File: src/pkg/bct_pkg.sv
`default_nettype none
package bct_pkg;
	// Register indices; the byte address on the bus is four times the index.
	localparam logic [7:0] IDX_CTL0    = 8'h20;
	localparam logic [7:0] IDX_CTL1    = 8'h21;
	localparam logic [7:0] IDX_ADDR_HI = 8'h22;
	localparam logic [7:0] IDX_ADDR_LO = 8'h23;
	localparam logic [7:0] IDX_DATA_HI = 8'h24;
	localparam logic [7:0] IDX_DATA_LO = 8'h25;
	localparam logic [7:0] IDX_STATUS  = 8'h26;
	localparam logic [7:0] IDX_CMD     = 8'h27;
	localparam logic [7:0] REG_RESET   = 8'h00;
	// Control register 0 fields.
	localparam int CTL0_MODE_LSB  = 6;
	localparam int CTL0_RANGE1    = 3;
	localparam int CTL0_RANGE0    = 2;
	// Control register 1 fields.
	localparam int CTL1_DBE       = 6;
	localparam int CTL1_MBH       = 5;
	localparam int CTL1_MBL       = 4;
	// Command register bits.
	localparam int CMD_TAG_START  = 0;
	localparam int CMD_SERIAL     = 1;
	localparam int CMD_LEAVE_BG   = 2;
	// Queue depth in words.
	localparam int QUEUE_DEPTH    = 3;

	typedef enum logic [1:0] {
		MODE_OFF,
		MODE_SWI_DUAL,
		MODE_FULL,
		MODE_BG_DUAL
	} bct_mode_type;

	typedef enum logic [1:0] {
		ST_NORMAL,
		ST_TAGGING,
		ST_BACKGROUND
	} bct_state_type;

	// One queue entry: program word with a tag per byte.
	typedef struct packed {
		logic        valid;
		logic [15:0] word;
		logic        tag_hi;
		logic        tag_lo;
	} bct_qentry_type;

	// CPU bus observed for comparison.
	typedef struct packed {
		logic        cycle;
		logic [15:0] addr;
		logic [15:0] data;
	} bct_cpubus_type;
endpackage
`default_nettype wire

File: src/design/bct_compare.sv
`default_nettype none
// Combinational breakpoint comparator.
module bct_compare (
	// Compare registers and controls
	input  wire logic [7:0]                addr_hi,
	input  wire logic [7:0]                addr_lo,
	input  wire logic [7:0]                data_hi,
	input  wire logic [7:0]                data_lo,
	input  wire bct_pkg::bct_mode_type     mode,
	input  wire logic                      range0,
	input  wire logic                      range1,
	input  wire logic                      dbe,
	input  wire logic                      mbh,
	input  wire logic                      mbl,
	// Observed bus
	input  wire bct_pkg::bct_cpubus_type   bus,
	// Result
	output logic                           hit
);
	logic bp0;
	logic bp1;
	logic full_data;

	// Breakpoint 0 uses the address pair; the low byte only when range 0 is set.
	always_comb begin
		bp0 = (bus.addr[15:8] == addr_hi) && (!range0 || bus.addr[7:0] == addr_lo);
		bp1 = 1'b0;
		full_data = 1'b1;
		hit = 1'b0;
		case (mode)
			bct_pkg::MODE_OFF: begin
				hit = 1'b0;
			end
			bct_pkg::MODE_FULL: begin
				// With the data enable off the data registers take no part.
				if (dbe) begin
					full_data = (mbh || bus.data[15:8] == data_hi) && (mbl || bus.data[7:0] == data_lo);
				end
				hit = bus.cycle && bp0 && full_data;
			end
			bct_pkg::MODE_SWI_DUAL, bct_pkg::MODE_BG_DUAL: begin
				// Second address breakpoint is enabled by the data enable bit.
				bp1 = dbe && (bus.addr[15:8] == data_hi) && (!range1 || bus.addr[7:0] == data_lo);
				hit = bus.cycle && (bp0 || bp1);
			end
			default: begin
				hit = 1'b0;
			end
		endcase
	end
endmodule
`default_nettype wire

File: src/design/bct_top.sv
`default_nettype none
// Summary of operation
// - Address-low byte compares low address byte only when range control zero set.
// - Data-high register matches data high byte in full mode, address high in dual.
// - Data-high use depends on mode, data enable and high mask.
// - Data-low register matches data low byte in full mode, address low in dual.
// - Data-low use depends on mode, data enable, range control one, low mask.
// - Tagging-start command turns strobe and debug pins into tag inputs.
// - Tag-low shares the strobe pin; tag-high shares the debug pin.
// - Tags are latched at each falling edge of the external bus clock.
// - Each tag pin acts alone.
// - Low level marks a byte: high, low, both or none.
// - Tagging works in every operating mode.
// - Entering background debug mode turns tagging off.
// - Serial commands are ignored while tagging is active.
// - Tags travel with their program bytes through the queue.
// - A tagged instruction at queue head enters background mode instead.
// - Mode 00 off, 01 software dual, 10 full data, 11 background dual.
// - Data enable zero keeps data registers out of comparisons.
// - Mask bits drop data bytes from full-mode comparison.
module bct_top (
	// Clock and reset
	input  wire logic                    clk_sys,
	input  wire logic                    sys_rst,
	// AHB-Lite slave
	input  wire logic                    hsel,
	input  wire logic [31:0]             haddr,
	input  wire logic [1:0]              htrans,
	input  wire logic                    hwrite,
	input  wire logic [2:0]              hsize,
	input  wire logic [31:0]             hwdata,
	input  wire logic                    hready,
	output logic      [31:0]             hrdata,
	output logic                         hreadyout,
	output logic                         hresp,
	// CPU bus and queue
	input  wire bct_pkg::bct_cpubus_type cpu_bus,
	input  wire logic                    external_bus_clock,
	input  wire logic                    fetch_valid,
	input  wire logic [15:0]             fetch_word,
	input  wire logic                    queue_advance,
	// Shared pins
	input  wire logic                    low_byte_strobe_in,
	input  wire logic                    low_byte_strobe_out,
	input  wire logic                    background_debug_pin_in,
	output logic                         low_byte_strobe_oe_n,
	output logic                         low_byte_strobe_o,
	// Results
	output logic                         break_match,
	output logic                         background_debug_mode,
	output logic                         head_tag_hit,
	output logic                         serial_cmd_accept
);
	// ****************************************************************
	// Register bus
	// ****************************************************************
	logic [7:0] ctl0_q, ctl0_d, ctl1_q, ctl1_d;
	logic [7:0] addr_hi_q, addr_hi_d, addr_lo_q, addr_lo_d;
	logic [7:0] data_hi_q, data_hi_d, data_lo_q, data_lo_d;
	logic       wr_pend_q, wr_pend_d;
	logic [7:0] wr_addr_q, wr_addr_d;
	logic [31:0] hrdata_q, hrdata_d;
	logic       start_cmd, serial_cmd, leave_bg;
	bct_pkg::bct_state_type state_q, state_d;

	// Address phase captured; write data lands in the following cycle.
	always_comb begin
		wr_pend_d = hsel && hready && htrans[1] && hwrite;
		wr_addr_d = (hsel && hready && htrans[1]) ? haddr[9:2] : wr_addr_q;
		hrdata_d = hrdata_q;
		if (hsel && hready && htrans[1] && !hwrite) begin
			hrdata_d = 32'h0000_0000;
			case (haddr[9:2])
				bct_pkg::IDX_CTL0:    hrdata_d[7:0] = ctl0_q;
				bct_pkg::IDX_CTL1:    hrdata_d[7:0] = ctl1_q;
				bct_pkg::IDX_ADDR_HI: hrdata_d[7:0] = addr_hi_q;
				bct_pkg::IDX_ADDR_LO: hrdata_d[7:0] = addr_lo_q;
				bct_pkg::IDX_DATA_HI: hrdata_d[7:0] = data_hi_q;
				bct_pkg::IDX_DATA_LO: hrdata_d[7:0] = data_lo_q;
				bct_pkg::IDX_STATUS:  hrdata_d[7:0] = {5'h00, break_match, state_q};
				default:              hrdata_d = 32'h0000_0000;
			endcase
		end
		ctl0_d = ctl0_q;
		ctl1_d = ctl1_q;
		addr_hi_d = addr_hi_q;
		addr_lo_d = addr_lo_q;
		data_hi_d = data_hi_q;
		data_lo_d = data_lo_q;
		start_cmd = 1'b0;
		serial_cmd = 1'b0;
		leave_bg = 1'b0;
		if (wr_pend_q) begin
			case (wr_addr_q)
				bct_pkg::IDX_CTL0:    ctl0_d = hwdata[7:0] & 8'hCC;
				bct_pkg::IDX_CTL1:    ctl1_d = hwdata[7:0];
				bct_pkg::IDX_ADDR_HI: addr_hi_d = hwdata[7:0];
				bct_pkg::IDX_ADDR_LO: addr_lo_d = hwdata[7:0];
				bct_pkg::IDX_DATA_HI: data_hi_d = hwdata[7:0];
				bct_pkg::IDX_DATA_LO: data_lo_d = hwdata[7:0];
				bct_pkg::IDX_CMD: begin
					start_cmd = hwdata[bct_pkg::CMD_TAG_START];
					serial_cmd = hwdata[bct_pkg::CMD_SERIAL];
					leave_bg = hwdata[bct_pkg::CMD_LEAVE_BG];
				end
				default: ;
			endcase
		end
	end

	// Register update.
	always_ff @(posedge clk_sys) begin
		if (sys_rst) begin
			ctl0_q <= bct_pkg::REG_RESET;
			ctl1_q <= bct_pkg::REG_RESET;
			addr_hi_q <= bct_pkg::REG_RESET;
			addr_lo_q <= bct_pkg::REG_RESET;
			data_hi_q <= bct_pkg::REG_RESET;
			data_lo_q <= bct_pkg::REG_RESET;
			wr_pend_q <= 1'b0;
			wr_addr_q <= 8'h00;
			hrdata_q <= 32'h0000_0000;
		end else begin
			ctl0_q <= ctl0_d;
			ctl1_q <= ctl1_d;
			addr_hi_q <= addr_hi_d;
			addr_lo_q <= addr_lo_d;
			data_hi_q <= data_hi_d;
			data_lo_q <= data_lo_d;
			wr_pend_q <= wr_pend_d;
			wr_addr_q <= wr_addr_d;
			hrdata_q <= hrdata_d;
		end
	end

	assign hrdata = hrdata_q;
	assign hreadyout = 1'b1;
	assign hresp = 1'b0;

	// ****************************************************************
	// Breakpoint compare
	// ****************************************************************
	logic hit;
	logic match_q;

	bct_compare u_cmp (
		.addr_hi (addr_hi_q),
		.addr_lo (addr_lo_q),
		.data_hi (data_hi_q),
		.data_lo (data_lo_q),
		.mode    (bct_pkg::bct_mode_type'(ctl0_q[bct_pkg::CTL0_MODE_LSB +: 2])),
		.range0  (ctl0_q[bct_pkg::CTL0_RANGE0]),
		.range1  (ctl0_q[bct_pkg::CTL0_RANGE1]),
		.dbe     (ctl1_q[bct_pkg::CTL1_DBE]),
		.mbh     (ctl1_q[bct_pkg::CTL1_MBH]),
		.mbl     (ctl1_q[bct_pkg::CTL1_MBL]),
		.bus     (cpu_bus),
		.hit     (hit)
	);
	// byte selection lives in the comparator.
	always_ff @(posedge clk_sys) begin
		if (sys_rst) begin
			match_q <= 1'b0;
		end else begin
			match_q <= hit;
		end
	end
	assign break_match = match_q;

	// ****************************************************************
	// Tag sampling, queue and debug state
	// ****************************************************************
	logic bus_clk_q, tag_hi_q, tag_lo_q, tag_hi_d, tag_lo_d;
	logic fall;
	bct_pkg::bct_qentry_type q_q [bct_pkg::QUEUE_DEPTH];
	bct_pkg::bct_qentry_type q_d [bct_pkg::QUEUE_DEPTH];
	logic head_hit_q, head_hit_d, ser_q, ser_d, oe_n_q, oe_n_d, lso_q;
	logic bdm_q;

	// Tags are active low and each pin is kept apart; inputs are synchronous.
	always_comb begin
		fall = bus_clk_q && !external_bus_clock;
		tag_hi_d = tag_hi_q;
		tag_lo_d = tag_lo_q;
		if (fall && state_q == bct_pkg::ST_TAGGING) begin
			tag_hi_d = !background_debug_pin_in;
			tag_lo_d = !low_byte_strobe_in;
		end
		state_d = state_q;
		head_hit_d = 1'b0;
		for (int i = 0; i < bct_pkg::QUEUE_DEPTH; i++) begin
			q_d[i] = q_q[i];
		end
		if (queue_advance) begin
			for (int i = 0; i < bct_pkg::QUEUE_DEPTH - 1; i++) begin
				q_d[i] = q_q[i + 1];
			end
			q_d[bct_pkg::QUEUE_DEPTH - 1] = '{valid: fetch_valid, word: fetch_word,
				tag_hi: tag_hi_d && state_q == bct_pkg::ST_TAGGING,
				tag_lo: tag_lo_d && state_q == bct_pkg::ST_TAGGING};
		end
		case (state_q)
			bct_pkg::ST_NORMAL: begin
				if (start_cmd) state_d = bct_pkg::ST_TAGGING;
			end
			bct_pkg::ST_TAGGING: begin
				if (q_q[0].valid && (q_q[0].tag_hi || q_q[0].tag_lo)) begin
					state_d = bct_pkg::ST_BACKGROUND;
					head_hit_d = 1'b1;
				end
			end
			bct_pkg::ST_BACKGROUND: begin
				if (leave_bg) state_d = bct_pkg::ST_NORMAL;
			end
			default: state_d = bct_pkg::ST_NORMAL;
		endcase
		ser_d = serial_cmd && state_q != bct_pkg::ST_TAGGING;
		// strobe pin released to input while tagging
		oe_n_d = (state_d == bct_pkg::ST_TAGGING);
	end

	// Tag, queue and state registers.
	always_ff @(posedge clk_sys) begin
		if (sys_rst) begin
			bus_clk_q <= 1'b0;
			bdm_q <= 1'b0;
			tag_hi_q <= 1'b0;
			tag_lo_q <= 1'b0;
			state_q <= bct_pkg::ST_NORMAL;
			head_hit_q <= 1'b0;
			ser_q <= 1'b0;
			oe_n_q <= 1'b0;
			lso_q <= 1'b0;
			for (int i = 0; i < bct_pkg::QUEUE_DEPTH; i++) begin
				q_q[i] <= '0;
			end
		end else begin
			bus_clk_q <= external_bus_clock;
			// The mode output comes from its own flop so the pin never sees decode glitches.
			bdm_q <= (state_d == bct_pkg::ST_BACKGROUND);
			tag_hi_q <= (state_d == bct_pkg::ST_TAGGING) ? tag_hi_d : 1'b0;
			tag_lo_q <= (state_d == bct_pkg::ST_TAGGING) ? tag_lo_d : 1'b0;
			state_q <= state_d;
			head_hit_q <= head_hit_d;
			ser_q <= ser_d;
			oe_n_q <= oe_n_d;
			lso_q <= low_byte_strobe_out;
			for (int i = 0; i < bct_pkg::QUEUE_DEPTH; i++) begin
				q_q[i] <= (state_d == bct_pkg::ST_BACKGROUND) ? '0 : q_d[i];
			end
		end
	end

	assign background_debug_mode = bdm_q;
	assign head_tag_hit = head_hit_q;
	assign serial_cmd_accept = ser_q;
	assign low_byte_strobe_oe_n = oe_n_q;
	assign low_byte_strobe_o = lso_q;
endmodule
`default_nettype wire

File: config.mk
export PLATFORM = sky130hd
export DESIGN_NAME = bct_top
export DESIGN_NICKNAME = d
export VERILOG_FILES = /design/src/pkg/bct_pkg.sv /design/src/design/bct_compare.sv /design/src/design/bct_top.sv
export SDC_FILE = /design/constraint.sdc
export NUM_CORES = 1
export LEC_CHECK = 0
export BUFFER_PORTS_ARGS = -buffer_cell sky130_fd_sc_hd__clkbuf_2
export CORE_UTILIZATION = 40
export DETAILED_ROUTE_END_ITERATION = 16
export GPL_TIMING_DRIVEN = 0
export PLACE_DENSITY_LB_ADDON = 0.08
export SLEW_MARGIN = 20
export SYNTH_ARGS = -nofsm -noshare
export SYNTH_HDL_FRONTEND = slang
export SYNTH_SLANG_ARGS = --single-unit
File: constraint.sdc
create_clock -name clk_sys -period 1.4 [get_ports clk_sys]
set_input_delay 0.14 -clock clk_sys [delete_from_list [all_inputs] [get_ports clk_sys]]
set_output_delay 0.14 -clock clk_sys [all_outputs]
set_load 0.01 [all_outputs]
==> flow_summary.json <==
{
  "floorplan.initialDensity": 0.419,
  "cp-end-kind": "register",
  "antenna_violations_before_repair": 0,
  "final_layout_size_suffix_gt1_frac": 0.319,
  "crit_slowest_cell": "sky130_fd_sc_hd__dfxtp_2",
  "area_growth_syn_to_layout_pct": 26.4,
  "synth_edf_count": 0,
  "power.leakage_uw": 0.00226,
  "power_density_relative_to_cell_area_nw_per_um2": 882,
  "rows": 36,
  "layout_commonest_cell": "sky130_fd_sc_hd__clkbuf_2",
  "gpl.final_weighted_congestion": 0.826,
  "top_level_ports": 169,
  "relative_slew_slack": 0.608,
  "final_cell_mix": "sky130_fd_sc_hd__clkbuf_2 (76), sky130_fd_sc_hd__dfxtp_1 (65), sky130_fd_sc_hd__mux2i_1 (61), sky130_fd_sc_hd__nor2_1 (52), sky130_fd_sc_hd__xnor2_1 (40)",
  "synth_top_area_share": 0.390,
  "status": "finished, violations left",
  "synthesis.instances": 446,
  "detailedPlacementHpwl_um": 8460,
  "floorplan.die_area_um2": 10800,
  "setup.worst_path.class": "reg -> reg",
  "core_region_area_um2": 9910,
  "regToRegEndpoint": "addr_hi_q[5]$_SDFFE_PP0P_",
  "remaining_drc_errors": 0,
  "ys_dominant_reg_cell": "sky130_fd_sc_hd__dfxtp_1",
  "via_to_cell_ratio": 4.96,
  "met1_length_um": 5530,
  "maximum_clock_path_buffer_count": 2,
  "rr_worst_depth": 7,
  "worst_ep_required_time_ns": 1.63,
  "synth.area.top_cells": "sky130_fd_sc_hd__dfxtp_1 (39%), sky130_fd_sc_hd__mux2i_1 (15%), sky130_fd_sc_hd__xnor2_1 (8.4%), sky130_fd_sc_hd__buf_4 (5.2%), sky130_fd_sc_hd__nor2_1 (5.1%)",
  "critical_path.cell_chain": "nor4b_4, buf_4, nand3b_4, nor3b_2, buf_6, mux2i_1, nor2_1",
  "cts.root.buffer_cell": "sky130_fd_sc_hd__clkbuf_8",
  "die_h_um": 104,
  "dr_wl_met2_um": 5030,
  "drv.max_cap_violation_count": 0,
  "cts_htree_levels": 3,
  "tightest_slew_ns": 0.588,
  "path_clk_slew_ns": 0.10,
  "maximum_number_of_pins_on_one_net_before_global_route_repair": 17,
  "worst_slack_ns": -0.257,
  "unrepaired_setup_endpoints_after_global_routing": "yes",
  "rrSetupSlack_ns": -0.26,
  "preCtsSetupSlack_ns": -0.380,
  "final_setup_violation_count": 58,
  "ys_seq_elements": 81,
  "holdWs_ns": 0.0197,
  "fin_skew_ns": 0.0114,
  "fin_tns_setup_ns": -10.84,
  "wl_met3_um": 635,
  "hold_path_startpoint": "external_bus_clock",
  "num_vias": 3491,
  "place_area_um2": 4790,
  "worst_hold_path_type": "in -> reg",
  "slew_violations": 0,
  "crit-reg2reg-launch": "wr_addr_q[4]$_SDFFE_PP0P_",
  "synth_area_leader_cell": "sky130_fd_sc_hd__dfxtp_1",
  "worst_ir_drop_vdd_mv": 0.601,
  "initialDrtViolationCount": 182,
  "tritoncts_clock_tree": "yes",
  "n_fill_cell": 945,
  "avgRoutedWirePerCell_um": 16.2,
  "cp-start-kind": "register",
  "final_core_utilization": 0.530,
  "ys_seq_area_frac": 0.390,
  "antenna_left": 0,
  "worst_hold_path.num_cells": 2,
  "per_instance_average_area_after_synthesis_um2": 9.32,
  "ys.warnings.count": 0,
  "chipWidth_um": 104,
  "cp_max_fo": 8,
  "synth_area_um2": 4160,
  "first_global_vias": 3354,
  "hold_viol_final": 0,
  "clock_sink_count": 81,
  "grt_pass1_wl_um": 18100,
  "min_to": "bus_clk_q$_SDFF_PP0_",
  "max_stage_delay_ns": 0.34,
  "overall_overflow_remaining_after_global_route": 0,
  "failing_checks": "negative setup slack",
  "maxUsedRoutingLayer": "met4",
  "finalWorstPathRequiredPeriod_ns": 1.66,
  "drt-pass1-iter-count": 4,
  "crit_arrival_ns": 1.89,
  "nNetsFinal": 695,
  "stdcell_area_um2": 5250,
  "layout_worst_path_cycle_share": 1.18,
  "placement.io_buffers": 72,
  "grt_util_all_layers": 0.219,
  "clock_latency_ns": 0.37,
  "number_of_buffers_inserted_during_clock_tree_synthesis": 9,
  "routed_wirelength_um": 11400,
  "max_freq_ghz": 0.603,
  "yosysUniqueCellTypes": 49,
  "synth-async-reset-ratio": 0,
  "antenna_cells": 0
}
[flip-flops by register name, summed over array words and instances, names as in the netlist, 2 cells and up]
register / count
q_q: 9
ctl1_q: 8
state_q: 2
addr_hi_q: 8
ctl0_q: 4
hrdata: 8
data_hi_q: 8
addr_lo_q: 8
data_lo_q: 8
wr_addr_q: 8
[metal layers]
| layer | vias to the layer above | track usage |
|---|---|---|
| met2 | 104 | 0.332 |
| met5 | - | 0 |
| met4 | 0 | 0.0908 |
| met3 | 16 | 0.0345 |
| li1 | 1742 | - |
| met1 | 1629 | 0.308 |
[report_power, final]
| group | internal, µW | switching [µW] |
|---|---|---|
| logic | 222 | 274 |
| clock network | 852 | 957 |
| registers | 2320 | 10.9 |
| total | 3390 | 1240 |
[kinds of logic after synthesis]
kind of cell           after synthesis  synth area share
AND/OR/NAND/NOR                    145             0.180
multiplexers                        65             0.160
other                                2           0.00181
AO/OA/AOI/OAI                       54            0.0912
XOR/XNOR                            48             0.101
flip-flops                          81             0.390
buffers and inverters               51            0.0753
[final cells by class]
class                           instances  area (µm²)  area share
Timing Repair Buffer                   85         489      0.0931
Clock buffer                            9         124      0.0236
Clock inverter                          7        81.3      0.0155
Multi-Input combinational cell        339        2420       0.461
Buffer                                 49         324      0.0617
Tap cell                              133         166      0.0317
Sequential cell                        81        1640       0.312
Inverter                                1        3.75    0.000714
[repair_timing]
action	CTS	global route
endpoints found under the hold margin	3	0
pin swaps	6	6
resized for setup	19	34
gates cloned	1	0
setup buffers	8	2
hold buffers	3	0
endpoints found under the setup margin	59	65
[through the flow]
stage / power, µW / cells
after CTS: 4660 / 702
after global placement: 2840 / 675
final: 4630 / 704
after floorplan: 2660 / 470
after detailed placement: 2850 / 675
after global routing: 4800 / 704
[synth_stat cells (2+ instances only)]
master                      count
sky130_fd_sc_hd__dfxtp_1       81
sky130_fd_sc_hd__mux2i_1       61
sky130_fd_sc_hd__nor2_1        57
sky130_fd_sc_hd__xnor2_1       40
sky130_fd_sc_hd__nand2_1       34
sky130_fd_sc_hd__buf_4         29
sky130_fd_sc_hd__a21oi_1       16
sky130_fd_sc_hd__clkbuf_1      15
sky130_fd_sc_hd__nand4_1       11
sky130_fd_sc_hd__o211ai_1       9
sky130_fd_sc_hd__nor2b_1        8
sky130_fd_sc_hd__o21ai_0        8
sky130_fd_sc_hd__xor2_1         8
sky130_fd_sc_hd__nand2b_1       6
sky130_fd_sc_hd__buf_2          4
sky130_fd_sc_hd__nand3b_1       4
sky130_fd_sc_hd__a221o_1        3
sky130_fd_sc_hd__a32oi_1        3
sky130_fd_sc_hd__mux2_2         3
sky130_fd_sc_hd__nand3_1        3
sky130_fd_sc_hd__nor3b_1        3
sky130_fd_sc_hd__a22oi_1        2
sky130_fd_sc_hd__a31oi_1        2
sky130_fd_sc_hd__and3_1         2
sky130_fd_sc_hd__and3b_1        2
sky130_fd_sc_hd__conb_1         2
sky130_fd_sc_hd__nand3b_2       2
sky130_fd_sc_hd__nor3_1         2
sky130_fd_sc_hd__nor3b_2        2
sky130_fd_sc_hd__nor4_1         2
sky130_fd_sc_hd__o2111ai_1      2
sky130_fd_sc_hd__o211a_1        2
sky130_fd_sc_hd__o22ai_1        2
[worst max path at each step]
stage / from / endpoint / slack [ns]
final: wr_addr_q[4]$_SDFFE_PP0P_ / addr_hi_q[5]$_SDFFE_PP0P_ / -0.26
after global routing: wr_addr_q[4]$_SDFFE_PP0P_ / ctl1_q[7]$_SDFFE_PP0P_ / -0.37
after CTS: wr_addr_q[4]$_SDFFE_PP0P_ / addr_hi_q[5]$_SDFFE_PP0P_ / -0.25
after detailed placement: sys_rst / data_hi_q[5]$_SDFFE_PP0P_ / -0.38
after global placement: sys_rst / data_hi_q[5]$_SDFFE_PP0P_ / -0.33
after floorplan: wr_addr_q[4]$_SDFFE_PP0P_ / addr_hi_q[7]$_SDFFE_PP0P_ / -0.09
[worst max-delay path: cells and delay by family, from the launching register on]
| family | cells | cell delay, ns |
|---|---|---|
| and+or+nand+nor | 4 | 0.62 |
| buffers and inverters | 2 | 0.36 |
| DFF | 1 | 0.34 |
| muxes | 1 | 0.20 |
Note: power is estimated with default switching activity, not from simulation.
